--- src/rtl/acsr_pkg.sv ---
/*
 * Constants and types shared by the actuator control/status register bank:
 * frame layout of the second control word and the second fault report,
 * timing figures and the over-current retry state encoding.
 * Assumes a 20 MHz system clock and a 24-bit serial frame, MSB first.
 */
// What this block does
// - Control bit 23 selects active or standby
// - Entering standby clears every held bit
// - After power-on reset start in standby
// - Status bit 23 always reads one
// - Over-current sets flag, switches output off
// - Retry enable reactivates output after delay, repeatedly
// - Over/undervoltage set bits 22/21, outputs off
// - Supply recovery reactivates outputs automatically
// - Thermal shutdown sets bit 20, outputs off
// - Shutdown flag held until reset bit written
// - Temperature warning held until software clears
// - Start settling timer, no output until expiry
// - Bit 18 set only while timer runs
// - Not-ready duration counted on internal clock
// - Bit 0 is NOR of bits 1-22 and the first register's fault summary

package acsr_pkg;

	// Frame
	localparam int FRAME_BITS        = 24;
	localparam int BIT_CNT_W         = 5;

	// Control word field positions
	localparam int CW_ENABLE_BIT     = 23;
	localparam int CW_RETRY8_BIT     = 22;
	localparam int CW_RETRY7_BIT     = 20;
	localparam int CW_RETRY6_BIT     = 19;

	// Fault report field positions
	localparam int FR_ALWAYS_ONE_BIT = 23;
	localparam int FR_OV_BIT         = 22;
	localparam int FR_UV_BIT         = 21;
	localparam int FR_TSD_BIT        = 20;
	localparam int FR_TW_BIT         = 19;
	localparam int FR_NOT_READY_BIT  = 18;
	localparam int FR_LOWER_MSB      = 17;
	localparam int FR_LOWER_W        = 17;
	localparam int FR_NO_ERROR_BIT   = 0;

	// Timing figures
	localparam int CLK_PERIOD_NS     = 50;
	localparam int SETTLE_TIME_NS    = 100000;
	localparam int RETRY_SHORT_NS    = 100000;
	localparam int RETRY_LONG_NS     = 200000;
	localparam int CNT_W             = 16;

	// Least times round up to whole cycles
	localparam int SETTLE_CYCLES      = (SETTLE_TIME_NS + CLK_PERIOD_NS - 1) / CLK_PERIOD_NS;
	localparam int RETRY_SHORT_CYCLES = (RETRY_SHORT_NS + CLK_PERIOD_NS - 1) / CLK_PERIOD_NS;
	localparam int RETRY_LONG_CYCLES  = (RETRY_LONG_NS + CLK_PERIOD_NS - 1) / CLK_PERIOD_NS;

	// Over-current retry states
	typedef enum logic [1:0] {
		RT_ON      = 2'b00,
		RT_TRIPPED = 2'b01,
		RT_WAIT    = 2'b10
	} acsr_retry_state_t;

endpackage : acsr_pkg

--- src/rtl/acsr_sync.sv ---
/*
 * Two-flop synchroniser for a group of independent levels.
 * Assumes each bit is a level that may change at any time; no bus coherence.
 */
`timescale 1ns/10ps
`default_nettype none

module acsr_sync
	import acsr_pkg::*;
#(
	parameter int          W       = 1,
	parameter logic [W-1:0] RST_VAL = '0
) (
	// Clock and reset
	input  wire logic         clock,
	input  wire logic         rst,
	// Levels
	input  wire logic [W-1:0] async_in,
	output logic      [W-1:0] sync_out
);

	logic [W-1:0] meta_q, meta_d;
	logic [W-1:0] stab_q, stab_d;

	// First stage is read only by the second
	always_comb begin
		meta_d = async_in;
		stab_d = meta_q;
	end

	always_ff @(posedge clock) begin
		if (rst) begin
			meta_q <= RST_VAL;
			stab_q <= RST_VAL;
		end else begin
			meta_q <= meta_d;
			stab_q <= stab_d;
		end
	end

	assign sync_out = stab_q;

endmodule : acsr_sync

`default_nettype wire

--- src/rtl/acsr_oc_retry.sv ---
/*
 * Over-current latch and automatic retry for one high-side output.
 * Assumes oc_level is already synchronised and that the caller gates the
 * final output with mode, supply and thermal state.
 */
`timescale 1ns/10ps
`default_nettype none

module acsr_oc_retry
	import acsr_pkg::*;
#(
	parameter int SHORT_CYCLES = RETRY_SHORT_CYCLES,
	parameter int LONG_CYCLES  = RETRY_LONG_CYCLES
) (
	// Clock and reset
	input  wire logic clock,
	input  wire logic rst,
	// Control
	input  wire logic standby,
	input  wire logic clear_req,
	input  wire logic retry_en,
	input  wire logic duty_long,
	// Fault in, state out
	input  wire logic oc_level,
	output logic      oc_flag,
	output logic      conduct
);

	acsr_retry_state_t state_q, state_d;
	logic [CNT_W-1:0]  cnt_q, cnt_d;
	logic              flag_q, flag_d;
	logic              trip;

	// Trip only counts while the output is allowed to conduct
	assign trip = (state_q == RT_ON) && oc_level;

	always_comb begin
		state_d = state_q;
		cnt_d   = cnt_q;
		// Set wins over clear so a trip in the clearing cycle survives
		flag_d  = (flag_q && !clear_req && !standby) || trip;
		unique case (state_q)
			RT_ON: begin
				if (trip) begin
					state_d = retry_en ? RT_WAIT : RT_TRIPPED;
					cnt_d   = duty_long ? CNT_W'(LONG_CYCLES) : CNT_W'(SHORT_CYCLES);
				end
			end
			RT_TRIPPED: begin
				if (clear_req) begin
					state_d = RT_ON;
				end else if (retry_en) begin
					state_d = RT_WAIT; // Late enable still gets a retry
				end
			end
			RT_WAIT: begin
				if (cnt_q == '0) begin
					state_d = RT_ON;
				end else begin
					cnt_d = cnt_q - CNT_W'(1);
				end
			end
			default: state_d = RT_ON;
		endcase
		if (standby) begin
			state_d = RT_ON;
			cnt_d   = '0;
		end
	end

	always_ff @(posedge clock) begin
		if (rst) begin
			state_q <= RT_ON;
			cnt_q   <= '0;
			flag_q  <= 1'b0;
		end else begin
			state_q <= state_d;
			cnt_q   <= cnt_d;
			flag_q  <= flag_d;
		end
	end

	assign oc_flag = flag_q;
	assign conduct = (state_q == RT_ON);

endmodule : acsr_oc_retry

`default_nettype wire

--- src/rtl/acsr_top.sv ---
/*
 * Second control word and second fault report of the actuator driver,
 * reached over the serial link: mode select, over-current retry enables
 * for the three high-side outputs, supply, thermal and start-up status.
 * Assumes the link pins are asynchronous to clock (sampled through two
 * flops), and that the first register pair lives outside and supplies the
 * reset bit, duty selection, output requests and its own fault summary.
 */
`timescale 1ns/10ps
`default_nettype none

module acsr_top
	import acsr_pkg::*;
#(
	parameter int SETTLE_CNT      = SETTLE_CYCLES,
	parameter int RETRY_SHORT_CNT = RETRY_SHORT_CYCLES,
	parameter int RETRY_LONG_CNT  = RETRY_LONG_CYCLES
) (
	// Clock and reset
	input  wire logic                  clock,
	input  wire logic                  rst,
	// Serial link pins
	input  wire logic                  spi_csn_n,
	input  wire logic                  spi_sclk,
	input  wire logic                  spi_sdi,
	output logic                       spi_sdo,
	output logic                       spi_sdo_oe_n,
	// Analogue fault detectors (asynchronous levels)
	input  wire logic                  load_supply_voltage_over,
	input  wire logic                  load_supply_voltage_under,
	input  wire logic                  thermal_shutdown_event,
	input  wire logic                  temperature_warning_event,
	input  wire logic [2:0]            overcurrent_event,
	// First register pair (same clock)
	input  wire logic                  status_reset_req,
	input  wire logic                  retry_duty_long,
	input  wire logic [2:0]            output_on_req,
	input  wire logic                  reg0_fault_any,
	input  wire logic [FR_LOWER_W-1:0] lower_status,
	// Power stage controls, flags and frame strobe
	output logic                       active_mode,
	output logic [2:0]                 hs_output_enable,
	output logic [2:0]                 overcurrent_flag,
	output logic                       frame_done
);

	// Edge helpers on synchronised levels
	function automatic logic rose(input logic now, input logic prev);
		rose = now && !prev;
	endfunction : rose

	function automatic logic fell(input logic now, input logic prev);
		fell = !now && prev;
	endfunction : fell

	// Synchronised pins
	logic       csn_s;
	logic       sclk_s;
	logic       sdi_s;
	logic [3:0] supply_thermal_s;
	logic [2:0] oc_s;
	logic       ov_s;
	logic       uv_s;
	logic       tsd_s;
	logic       tw_s;

	acsr_sync #(
		.W       (3),
		.RST_VAL (3'h4)
	) u_sync_link (
		.clock    (clock),
		.rst      (rst),
		.async_in ({spi_csn_n, spi_sclk, spi_sdi}),
		.sync_out ({csn_s, sclk_s, sdi_s})
	);

	acsr_sync #(
		.W       (7),
		.RST_VAL (7'h00)
	) u_sync_faults (
		.clock    (clock),
		.rst      (rst),
		.async_in ({load_supply_voltage_over, load_supply_voltage_under,
		            thermal_shutdown_event, temperature_warning_event, overcurrent_event}),
		.sync_out ({supply_thermal_s, oc_s})
	);

	assign ov_s  = supply_thermal_s[3];
	assign uv_s  = supply_thermal_s[2];
	assign tsd_s = supply_thermal_s[1];
	assign tw_s  = supply_thermal_s[0];

	// Serial engine state
	logic                  csn_prev_q, csn_prev_d;
	logic                  sclk_prev_q, sclk_prev_d;
	logic [FRAME_BITS-1:0] in_sh_q, in_sh_d;
	logic [FRAME_BITS-1:0] out_sh_q, out_sh_d;
	logic [BIT_CNT_W-1:0]  bit_cnt_q, bit_cnt_d;
	logic                  sdo_q, sdo_d;
	logic                  sdo_oe_n_q, sdo_oe_n_d;
	logic                  commit;
	logic                  frame_done_q, frame_done_d;

	// Register and status state
	logic             enable_q, enable_d;
	logic [2:0]       retry_en_q, retry_en_d;
	logic             ov_q, ov_d;
	logic             uv_q, uv_d;
	logic             tsd_q, tsd_d;
	logic             tw_q, tw_d;
	logic             not_ready_q, not_ready_d;
	logic [CNT_W-1:0] settle_q, settle_d;
	logic [2:0]       hs_en_q, hs_en_d;
	logic             standby;
	logic             going_active;
	logic [2:0]       conduct;
	logic [2:0]       oc_flag;
	logic [FRAME_BITS-1:0] report;

	// Only a frame of exactly 24 clocks is taken; others are ignored
	assign commit       = rose(csn_s, csn_prev_q) && (bit_cnt_q == BIT_CNT_W'(FRAME_BITS));
	assign standby      = !enable_q;
	assign going_active = commit && in_sh_q[CW_ENABLE_BIT] && !enable_q;

	// Fault report assembled from the held flags
	always_comb begin
		report                    = '0;
		report[FR_ALWAYS_ONE_BIT] = 1'b1;
		report[FR_OV_BIT]         = ov_q;
		report[FR_UV_BIT]         = uv_q;
		report[FR_TSD_BIT]        = tsd_q;
		report[FR_TW_BIT]         = tw_q;
		report[FR_NOT_READY_BIT]  = not_ready_q;
		report[FR_LOWER_MSB:1]    = lower_status;
		report[FR_NO_ERROR_BIT]   = !(|report[FR_OV_BIT:1]) && !reg0_fault_any;
	end

	// Serial shifting: sample on rising sclk, shift out on falling sclk
	always_comb begin
		csn_prev_d   = csn_s;
		sclk_prev_d  = sclk_s;
		in_sh_d      = in_sh_q;
		out_sh_d     = out_sh_q;
		bit_cnt_d    = bit_cnt_q;
		sdo_d        = sdo_q;
		sdo_oe_n_d   = csn_s;
		frame_done_d = commit;
		if (fell(csn_s, csn_prev_q)) begin
			// Snapshot taken at select so the frame is self-consistent
			out_sh_d  = report;
			sdo_d     = report[FRAME_BITS-1];
			bit_cnt_d = '0;
		end else if (!csn_s) begin
			if (rose(sclk_s, sclk_prev_q)) begin
				in_sh_d = {in_sh_q[FRAME_BITS-2:0], sdi_s};
				if (bit_cnt_q != BIT_CNT_W'(FRAME_BITS + 1)) begin
					bit_cnt_d = bit_cnt_q + BIT_CNT_W'(1);
				end
			end else if (fell(sclk_s, sclk_prev_q)) begin
				out_sh_d = {out_sh_q[FRAME_BITS-2:0], 1'b0};
				sdo_d    = out_sh_q[FRAME_BITS-2];
			end
		end
	end

	always_ff @(posedge clock) begin
		if (rst) begin
			csn_prev_q   <= 1'b1;
			sclk_prev_q  <= 1'b0;
			in_sh_q      <= '0;
			out_sh_q     <= '0;
			bit_cnt_q    <= '0;
			sdo_q        <= 1'b0;
			sdo_oe_n_q   <= 1'b1;
			frame_done_q <= 1'b0;
		end else begin
			csn_prev_q   <= csn_prev_d;
			sclk_prev_q  <= sclk_prev_d;
			in_sh_q      <= in_sh_d;
			out_sh_q     <= out_sh_d;
			bit_cnt_q    <= bit_cnt_d;
			sdo_q        <= sdo_d;
			sdo_oe_n_q   <= sdo_oe_n_d;
			frame_done_q <= frame_done_d;
		end
	end

	// Control word: mode and retry enables
	always_comb begin
		enable_d   = enable_q;
		retry_en_d = retry_en_q;
		if (commit) begin
			enable_d   = in_sh_q[CW_ENABLE_BIT];
			retry_en_d = {in_sh_q[CW_RETRY8_BIT], in_sh_q[CW_RETRY7_BIT],
			              in_sh_q[CW_RETRY6_BIT]};
			if (!in_sh_q[CW_ENABLE_BIT]) begin
				retry_en_d = '0;
			end
		end
	end

	always_ff @(posedge clock) begin
		if (rst) begin
			enable_q   <= 1'b0;
			retry_en_q <= '0;
		end else begin
			enable_q   <= enable_d;
			retry_en_q <= retry_en_d;
		end
	end

	// Sticky fault flags; a set in the clearing cycle wins
	always_comb begin
		ov_d  = (ov_q && !status_reset_req) || ov_s;
		uv_d  = (uv_q && !status_reset_req) || uv_s;
		tsd_d = (tsd_q && !status_reset_req) || tsd_s;
		tw_d  = (tw_q && !status_reset_req) || tw_s;
		if (standby) begin
			// Standby holds every bit clear, detectors are powered down
			ov_d  = 1'b0;
			uv_d  = 1'b0;
			tsd_d = 1'b0;
			tw_d  = 1'b0;
		end
	end

	always_ff @(posedge clock) begin
		if (rst) begin
			ov_q  <= 1'b0;
			uv_q  <= 1'b0;
			tsd_q <= 1'b0;
			tw_q  <= 1'b0;
		end else begin
			ov_q  <= ov_d;
			uv_q  <= uv_d;
			tsd_q <= tsd_d;
			tw_q  <= tw_d;
		end
	end

	// Start-up settling timer, counted on clock so its length is exact
	always_comb begin
		settle_d    = settle_q;
		not_ready_d = not_ready_q;
		if (going_active) begin
			settle_d    = CNT_W'(SETTLE_CNT - 1);
			not_ready_d = 1'b1;
		end else if (standby) begin
			settle_d    = '0;
			not_ready_d = 1'b0;
		end else if (not_ready_q) begin
			if (settle_q == '0) begin
				not_ready_d = 1'b0;
			end else begin
				settle_d = settle_q - CNT_W'(1);
			end
		end
	end

	always_ff @(posedge clock) begin
		if (rst) begin
			settle_q    <= '0;
			not_ready_q <= 1'b0;
		end else begin
			settle_q    <= settle_d;
			not_ready_q <= not_ready_d;
		end
	end

	// One retry engine per high-side output (index 2 = output eight)
	for (genvar i = 0; i < 3; i++) begin : g_retry
		acsr_oc_retry #(
			.SHORT_CYCLES (RETRY_SHORT_CNT),
			.LONG_CYCLES  (RETRY_LONG_CNT)
		) u_retry (
			.clock     (clock),
			.rst       (rst),
			.standby   (standby),
			.clear_req (status_reset_req),
			.retry_en  (retry_en_q[i]),
			.duty_long (retry_duty_long),
			.oc_level  (oc_s[i] && hs_en_q[i]),
			.oc_flag   (oc_flag[i]),
			.conduct   (conduct[i])
		);
	end

	// Output permit: supply state is live so recovery needs no software
	always_comb begin
		for (int i = 0; i < 3; i++) begin
			hs_en_d[i] = enable_q && !not_ready_q
			             && !tsd_q
			             && !ov_s && !uv_s
			             && conduct[i]
			             && output_on_req[i];
		end
	end

	always_ff @(posedge clock) begin
		if (rst) begin
			hs_en_q <= '0;
		end else begin
			hs_en_q <= hs_en_d;
		end
	end

	assign spi_sdo          = sdo_q;
	assign spi_sdo_oe_n     = sdo_oe_n_q;
	assign active_mode      = enable_q;
	assign hs_output_enable = hs_en_q;
	assign overcurrent_flag = oc_flag;
	assign frame_done       = frame_done_q;

endmodule : acsr_top

`default_nettype wire

--- config.mk ---
export PLATFORM = sky130hd
export DESIGN_NAME = acsr_top
export DESIGN_NICKNAME = d
export VERILOG_FILES = /design/src/rtl/acsr_pkg.sv /design/src/rtl/acsr_sync.sv /design/src/rtl/acsr_oc_retry.sv /design/src/rtl/acsr_top.sv
export SDC_FILE = /design/constraint.sdc
export NUM_CORES = 1
export LEC_CHECK = 0
export ABC_AREA = 1
export BUFFER_PORTS_ARGS = -buffer_cell sky130_fd_sc_hd__buf_2
export CORE_AREA = 2 2 202 105
export DETAILED_ROUTE_END_ITERATION = 10
export DIE_AREA = 0 0 204 107
export PLACE_DENSITY = 0.61
export SLEW_MARGIN = 40
export SYNTH_ARGS = -nofsm -noshare
export SYNTH_HDL_FRONTEND = slang
export SYNTH_HIERARCHICAL = 1
export SYNTH_SLANG_ARGS = --single-unit
--- constraint.sdc ---
create_clock -name clock -period 1.6 [get_ports clock]
set_input_delay 0.32 -clock clock [delete_from_list [all_inputs] [get_ports clock]]
set_output_delay 0.32 -clock clock [all_outputs]
set_load 0.1 [all_outputs]
**Word level (Yosys, flattened, before mapping)**

Index checks and enable logic that the tools add are counted.

- Bitwise gates (word level): 4
- Reductions and logical operators: 79
- Add/sub/neg operators: 5
- Multiplexer cells: 45
- Eq/ne operators: 24

Operator list:

| cell | count |
|---|---|
| $mux 16 | 6 |
| $pmux 16 s2 | 3 |
| $mux 23 | 4 |
| $logic_not 16->1 | 4 |
| $sub 16x1->16 const B | 4 |
| $mux 11 | 4 |
| $logic_and 1x1->1 | 34 |
| $mux 2 | 15 |
| $reduce_and 3->1 | 9 |
| $reduce_or 22->1 | 1 |
| $pmux 2 s3 | 3 |
| $ne 2x2->1 const B | 8 |
| $logic_not 1->1 | 12 |
| $mux 12 | 1 |
| $ne 3x3->1 const B | 4 |
| $mux 1 | 8 |
| $reduce_bool 2->1 | 4 |
| $logic_or 1x1->1 | 7 |
| $eq 2x1->1 const B | 3 |
| $eq 2x2->1 const B | 3 |
| $logic_not 2->1 | 3 |
| $ne 2x1->1 const B | 3 |
| $add 5x1->5 const B | 1 |
| $eq 5x5->1 const B | 1 |
| 7 further kinds | 12 |

- Bits in registers: 161
- Input port bits: 35

**Logic depth before layout (Yosys ltp)**

Gate-level depths: netlist (run 1).

- Word-level depth: 7
- Mapped depth: 11
- Gate-level depth less buffers: 11

**By module**

The synthesis (run 1) kept the hierarchy.

Modules (own cells, without submodules):

| module | area each (µm²) | cells each | seq. area each (µm²) | times used |
|---|---|---|---|---|
| acsr_top | 3,733.6 | 522 | 1,681.6 | 1 |
| acsr_oc_retry | 1,183.6 | 184 | 380.4 | 3 |
| acsr_sync at u_sync_faults | 396.6 | 43 | 280.3 | 1 |
| acsr_sync at u_sync_link | 168.9 | 19 | 120.1 | 1 |

**Worst setup path after synthesis (run 1)**

OpenSTA, ideal clock, no wires.

- Path kind: register to register
- Start point: register enable_q (netlist: active_mode)
- End point: register g_retry[0].u_retry.cnt_q[2]
- Stages on the path, launching flop included: 7
- Setup slack: -0.584 ns
- Setup time: 0.064 ns
- Data required time: 1.536 ns
- Data arrival time: 2.120 ns
- Buffers on the path: 0
- Clock period less this slack: 2.184 ns
- Path through: dfxtp_1 -> inv_1 -> nor2_1 -> inv_1 -> nor2_1 -> nand2_1 -> nor2_1

- Longest elaborated chain between the ends: 2

RTL lines:

| what | line | RTL |
|---|---|---|
| start, declared | acsr_top.sv:105 | `logic enable_q, enable_d;` |
| start signal, assigned | acsr_top.sv:207 | `enable_q <= enable_d;` |
| $not 1->1 (no line) | - |  |
| $reduce_or 2->1 (no line) | - |  |
| end signal, assigned | acsr_oc_retry.sv:78 | `cnt_q <= cnt_d;` |
| end, declared | acsr_oc_retry.sv:30 | `logic [CNT_W-1:0] cnt_q, cnt_d;` |

Every way passes these cells.
A chain may end at the register's enable or synchronous reset.

**Worst setup path in the final report (run 1)**

- Start point: register g_retry[0].u_retry.flag_q
- End point: output port overcurrent_flag[0]

RTL lines:

| what | line | RTL |
|---|---|---|
| start, declared | acsr_oc_retry.sv:31 | `logic flag_q, flag_d;` |
| start signal, assigned | acsr_oc_retry.sv:79 | `flag_q <= flag_d;` |
| end, declared | acsr_top.sv:43 | `output logic [2:0] overcurrent_flag,` |

No word-level cell between the ends.

==> results.toml, run 1 <==
[run_status]
status = "finished, final reports clean"

[grt]
antenna_found_initial = 0
grt_pass1_vias = 6560
grt_usage_pct = 19.04
grt.overflow.total = 0
grt_pass1_wl_um = 33200
grt_max_degree = 57

[cts]
cts_tree = "built"
root_buffer = "clkbuf_16"
cts_hold_buf = 0
clock_sinks = 161
htreeDepth = 4
clock_path_buffers = 2
clk_pin_slew_worst_paths_ns = 0.07
numCtsBuffers = 17
clkLatencyLatePin_ns = 0.42

[floorplanning]
die_h_um = 107
fp.coreArea_um2 = 20090
num_io_pins = 45
num_rows = 37
dieArea_um2 = 21830
start_util_pct = 39.07
die_w_um = 204

[setup_path]
crit_path_start_kind = "flip-flop"
cp_slowest_stage_delay_ns = 0.44
r2r_cells = 8
cp_max_fo = 2
cpLargestDelayFamily = "buffers and inverters"
reg2reg_to = "g_retry[0].u_retry/cnt_q[13]"
slowest_stage = "buf_2"
worstPathRequired_ns = 1.28
worst-path-buf-inv = 1
worstPathCellList = "buf_2"
worst_ep_arrival_time_ns = 1.21
critPathCaptureType = "output pin"
rrSetupSlack_ns = 0.10
criticalPathCategory = "reg2out"
r2r_start = "g_retry[0].u_retry/cnt_q[6]"

[timing]
fin_skew_ns = 0.009553
period_needed_ns = 1.530
fin_crit_sh_pct = 95.65
report.final.slew_viol_count = 0
finalHoldViolCount = 0
fmax_ghz = 0.6534
timing.final.ws_setup_ns = 0.06953
worst_pin_slew_ns = 0.5141
slew_headroom_pct = 65.96
setup_viol = 0

[synth]
yosys.area_share.simple_pct = 36.80
synth_compound_area_share_pct = 12.29
synth_edf_count = 0
synth_area_um2 = 7850
synth.distinct_cells = 37
synthMuxAreaShare_pct = 0
synth_top_family_by_area = "simple AND/OR/NAND/NOR gates"
synth_fp_nets = 1179
async_reset_ff_share_pct = 0
syn_inst = 1136
synth_warnings = 6
ys_seq_area_share_pct = 41.06
postSynthAreaPerCell_um2 = 6.910
synth-adder-area-share_pct = 1.275
ys.flop_type = "dfxtp_1"
synth-seq-cells = 161
synthXorXnorAreaFrac_pct = 1.227

[placed_design]
post-place-cells = 1473
port_buffers = 44
gp_congestion = 0.9052
dp_hpwl_um = 14790
dp_slack_ns = 0.03156

[power]
power.total_mw = 8.685
powerDensity_nw_per_um2 = 913.5
p_leak_nw = 4.290
peakVddDrop_mv = 0.5605

[min_path]
hold_start = "spi_csn_n"
min_path_cells = 3
worstHoldPathType = "in2reg"
holdPathEnd = "u_sync_link/meta_q[2]"

[route]
drt_wl_total_um = 20510
drc_errors = 0
vias = 7410
vias_per_cell = 4.901
first_pass_iters = 5
wire_per_inst_um = 13.56
antenna_left = 0
drt-initial-drc-count = 632

[job]
drv_cap = 0

[cells_and_area]
final_layout_size_suffix_gt1_share_pct = 17.76
area.growth.synth_to_final_pct = 21.12
final_cell_count_no_fill = 1512
layout_commonest_cell = "nand2_1"
nets = 1269
final_cell_mix = "nand2_1 (254), nor2_1 (215), dfxtp_1 (156)"
antenna_cells = 0
[logic make-up (layout without fill, tap and decap cells)]
kind of cell	after synthesis	after routing
adder cells (fa/ha/maj)	8	8
AO/OA/AOI/OAI	175	178
AND/OR/NAND/NOR	643	644
flip-flops	161	161
XOR/XNOR	11	11
buffers and inverters	138	237
[per-layer routing]
| metal | share of wire, % | up-vias | GRT usage [%] |
|---|---|---|---|
| li1 | - | 3846 | - |
| met1 | 55 | 3351 | 30.15 |
| met2 | 38 | 200 | 25.97 |
| met3 | 5.9 | 13 | 3.799 |
| met4 | 0.59 | 0 | 3.830 |
| met5 | 0 | - | 0 |
[report_power, final]
| part | internal (mW) | switching [mW] |
|---|---|---|
| Combinational | 0.0986 | 0.169 |
| Sequential | 4.06 | 0.0247 |
| Clock | 2.53 | 1.80 |
[registers in the layout, summed over array words and instances (netlist names), 3 cells and up]
name and cells:
u_sync_link/sync_out 3, u_sync_link/meta_q 3, g_retry.u_retry/cnt_q 48, retry_en_q 3, g_retry.u_retry/state_q 6, g_retry.u_retry/oc_flag 3, bit_cnt_q 5, settle_q 16
hs_output_enable 3, in_sh_q 24, u_sync_faults/sync_out 7, u_sync_faults/meta_q 7, out_sh_q 23
[worst max-delay path by stage]
stage,from,endpoint,slack [ns],cells after the start
detailed placement,g_retry[0].u_retry/cnt_q[0],g_retry[0].u_retry/cnt_q[5],0.03,9
floorplan,active_mode,g_retry[0].u_retry/cnt_q[2],0.009,6
global route,g_retry[1].u_retry/cnt_q[0],g_retry[1].u_retry/cnt_q[13],-0.007,9
finish,g_retry[0].u_retry/oc_flag,overcurrent_flag[0],0.07,1
CTS,g_retry[0].u_retry/cnt_q[0],g_retry[0].u_retry/cnt_q[13],0.01,9
global placement,g_retry[0].u_retry/cnt_q[0],g_retry[0].u_retry/cnt_q[13],0.05,9
[timing repair]
item	CTS	global route
resized for setup	0	31
endpoints found under the setup margin	0	58
setup buffers	0	3
[synthesized netlist by cell type, types with 12 or more instances]
cell,number,share of area [%]
o21ai_0,77,4.9
dfxtp_1,161,41
nand2_1,255,12
clkbuf_1,12,0.57
inv_1,97,4.6
nor2_4,14,2.0
nor2_1,222,11
a21oi_1,59,3.8
nor2_2,14,1.1
nand2_4,14,2.0
nand3b_1,13,1.2
a31oi_1,22,1.8
nand3_1,75,4.8
[cell type report]
class	count	area, µm²
multi-input combinational	841	4227
fill	1994	10580
timing repair buffer	96	675.6
sequential	161	3234
clock inverter	13	173.9
inverter	109	412.9
tap	273	341.6
clock buffer	19	442.9
[through the flow]
step	hold slack [ns]	TNS [ns]	area (µm²)	util, %
2_1_floorplan	0.3865	0	7861	-
3_3_place_gp	0.3918	0	8688	43.24
3_5_place_dp	0.3983	0	8688	43.24
4_1_cts	0.06730	0	9305	46.31
5_1_grt	0.09198	-0.007323	9508	47.32
6_report	0.07994	0	9508	47.32
Note: power is estimated with default switching activity, not from simulation.
==> run 2, diff against run 1 <==
--- a/config.mk
+++ b/config.mk
@@ -7,10 +7,10 @@
 export LEC_CHECK = 0
 export ABC_AREA = 1
 export BUFFER_PORTS_ARGS = -buffer_cell sky130_fd_sc_hd__buf_2
-export CORE_AREA = 2 2 202 105
+export CORE_AREA = 2 2 164 86
 export DETAILED_ROUTE_END_ITERATION = 10
-export DIE_AREA = 0 0 204 107
-export PLACE_DENSITY = 0.61
+export DIE_AREA = 0 0 166 88
+export PLACE_DENSITY = 0.84
 export SLEW_MARGIN = 40
 export SYNTH_ARGS = -nofsm -noshare
 export SYNTH_HDL_FRONTEND = slang
==> run 2 against run 1 <==
Power down 1.2%. Maximum frequency down 2.4%. Combinational power up 4%. Global-route usage up 8.3 points. Die area down 33%. Final area down 1.7%. Final cell count down 6.9%. Critical endpoint is now g_retry[0].u_retry/cnt_q[1]. Largest cell class unchanged. Largest power group unchanged.
==> results.toml, run 2 (synthesis results as in run 1) <==
[run_status]
status = "finished, final reports clean"

[cts]
cts_tree = "built"
clock_path_buffers = 2
cts_hold_buf = 0
clock_sinks = 161
clkLatencyLatePin_ns = 0.42
clk_pin_slew_worst_paths_ns = 0.06
numCtsBuffers = 17
root_buffer = "clkbuf_16"
htreeDepth = 4

[cells_and_area]
reg.largest.list = "g_retry.u_retry/cnt_q (48), in_sh_q (24), out_sh_q (23)"
nets = 1262
final_cell_mix = "nand2_1 (253), nor2_1 (215), dfxtp_1 (151)"
final_layout_size_suffix_gt1_share_pct = 18.34
layout_commonest_cell = "nand2_1"
largest_reg_flops = 48
area.growth.synth_to_final_pct = 19.05
top_register = "g_retry.u_retry/cnt_q"
final_area_um2 = 9345
antenna_cells = 0
final_core_util_pct = 70.93

[setup_path]
cpLargestDelayFamily = "simple AND/OR/NAND/NOR gates"
worst-path-buf-inv = 1
path_depth = 9
cp_common_cell = "nand2_4"
cp_slowest_stage_delay_ns = 0.35
cp_max_fo = 9
rrSetupSlack_ns = 0.03
slowest_stage = "dfxtp_2"
reg2reg_to = "g_retry[0].u_retry/cnt_q[1]"
worstPathRequired_ns = 1.90
critPathCaptureType = "flip-flop"
crit_path_start_kind = "flip-flop"
r2r_cells = 9
crit_start = "g_retry[0].u_retry/cnt_q[0]"
endpoint = "g_retry[0].u_retry/cnt_q[1]"
worst_ep_arrival_time_ns = 1.87
worstPathCellList = "inv_4, ha_4, nand2_4, nor2_4, nand2_4, nand2_8, nand2_4, o21ai_1, nor2_1"
r2r_start = "g_retry[0].u_retry/cnt_q[0]"
criticalPathCategory = "reg2reg"

[route]
vias = 7817
vias_per_cell = 5.552
first_pass_iters = 5
wire_per_inst_um = 15.02
drc_errors = 0
met2_length_um = 8647
top_layer = "met4"
drt-initial-drc-count = 904
drt_wl_total_um = 21150
wl_met3_um = 1982
antenna_left = 0
wl_met1_um = 10240

[grt]
grt_pass1_vias = 6560
grt_max_degree = 57
grt.overflow.total = 0
grt_pass1_wl_um = 32310
grt_usage_pct = 27.30
antenna_found_initial = 0

[placed_design]
port_buffers = 44
dp_hpwl_um = 13780
gp_congestion = 0.9453
place_area_um2 = 8414

[timing]
rsz0062_at_grt = "yes"
fin_skew_ns = 0.01030
report.final.slew_viol_count = 0
slew_headroom_pct = 61.80
fmax_ghz = 0.6378
worst_pin_slew_ns = 0.5722
fin_crit_sh_pct = 97.99
period_needed_ns = 1.568
setup_viol = 0
finalHoldViolCount = 0

[min_path]
min_path_cells = 3
worstHoldPathType = "in2reg"

[floorplanning]
dieArea_um2 = 14610
num_rows = 30
die_w_um = 166
start_util_pct = 59.58
num_io_pins = 45
fp.coreArea_um2 = 13180
die_h_um = 88

[power]
powerDensity_nw_per_um2 = 918.6
peakVddDrop_mv = 0.6775
p_leak_nw = 4.219

[job]
drv_cap = 0
==> run 2: cell types whose count changed in the layout (fill, tap and decap cells not counted), sizes merged <==
cell	previous run	this run
clkinvlp	3	5
inv	112	110
nand2	279	281
clkbuf	19	17
buf	96	86
clkinv	4	7
==> run 2: per-stage QoR <==
step / TNS [ns] / power (mW) / cells / setup slack, ns / hold WS (ns)
detailed placement: 0 / 4.444 / 1359 / 0.001436 / 0.3964
finish: 0 / 8.584 / 1408 / 0.03222 / 0.08015
global placement: 0 / 4.439 / 1359 / 0.05919 / 0.3951
global route: -0.3384 / 8.826 / 1408 / -0.05475 / 0.09785
CTS: 0 / 8.605 / 1392 / 0.005148 / 0.07558
floorplan: 0 / 4.328 / 1136 / 0.008675 / 0.3865
==> run 2: layout make-up <==
type	instances	area (µm²)
Timing Repair inverter	1	7.507
Timing Repair Buffer	86	575.6
Multi-Input combinational cell	843	4275
Fill cell	1028	3830
Sequential cell	161	3241
Clock inverter	15	181.4
Inverter	109	419.2
Tap cell	176	220.2
Clock buffer	17	425.4
==> run 2: where the power goes <==
group / internal [mW] / switching (mW) / total (mW)
clock network: 2.47 / 1.75 / 4.22
registers: 4.06 / 0.0263 / 4.09
logic: 0.100 / 0.177 / 0.278
total: 6.63 / 1.95 / 8.58
==> run 2: worst min-delay path by stage <==
stage | slack [ns] | end | startpoint
finish | 0.08 | u_sync_link/meta_q[2] | spi_csn_n
global route | 0.1 | u_sync_faults/meta_q[6] | load_supply_voltage_over
CTS | 0.08 | u_sync_link/meta_q[2] | spi_csn_n
detailed placement | 0.40 | u_sync_faults/sync_out[0] | u_sync_faults/meta_q[0]
global placement | 0.40 | u_sync_faults/sync_out[0] | u_sync_faults/meta_q[0]
floorplan | 0.39 | u_sync_link/sync_out[2] | u_sync_link/meta_q[2]
==> run 2: worst min-delay path, delay by kind of cell <==
family | cells | cell delay (ns)
AND/OR/NAND/NOR | 1 | 0.05
buffers and inverters | 2 | 0.10
==> run 2: routing by layer <==
| layer | global-route usage (%) | up-vias |
|---|---|---|
| li1 | - | 3832 |
| met2 | 39.87 | 348 |
| met5 | 0 | - |
| met1 | 41.02 | 3605 |
| met4 | 7.194 | 0 |
| met3 | 5.513 | 32 |
==> run 2: repair_timing <==
action / CTS / global route
setup endpoints to repair: 10 / 61
gates cloned: 1 / 6
setup buffers: 0 / 10
gates resized for setup: 6 / 44
pin swaps: 1 / 15
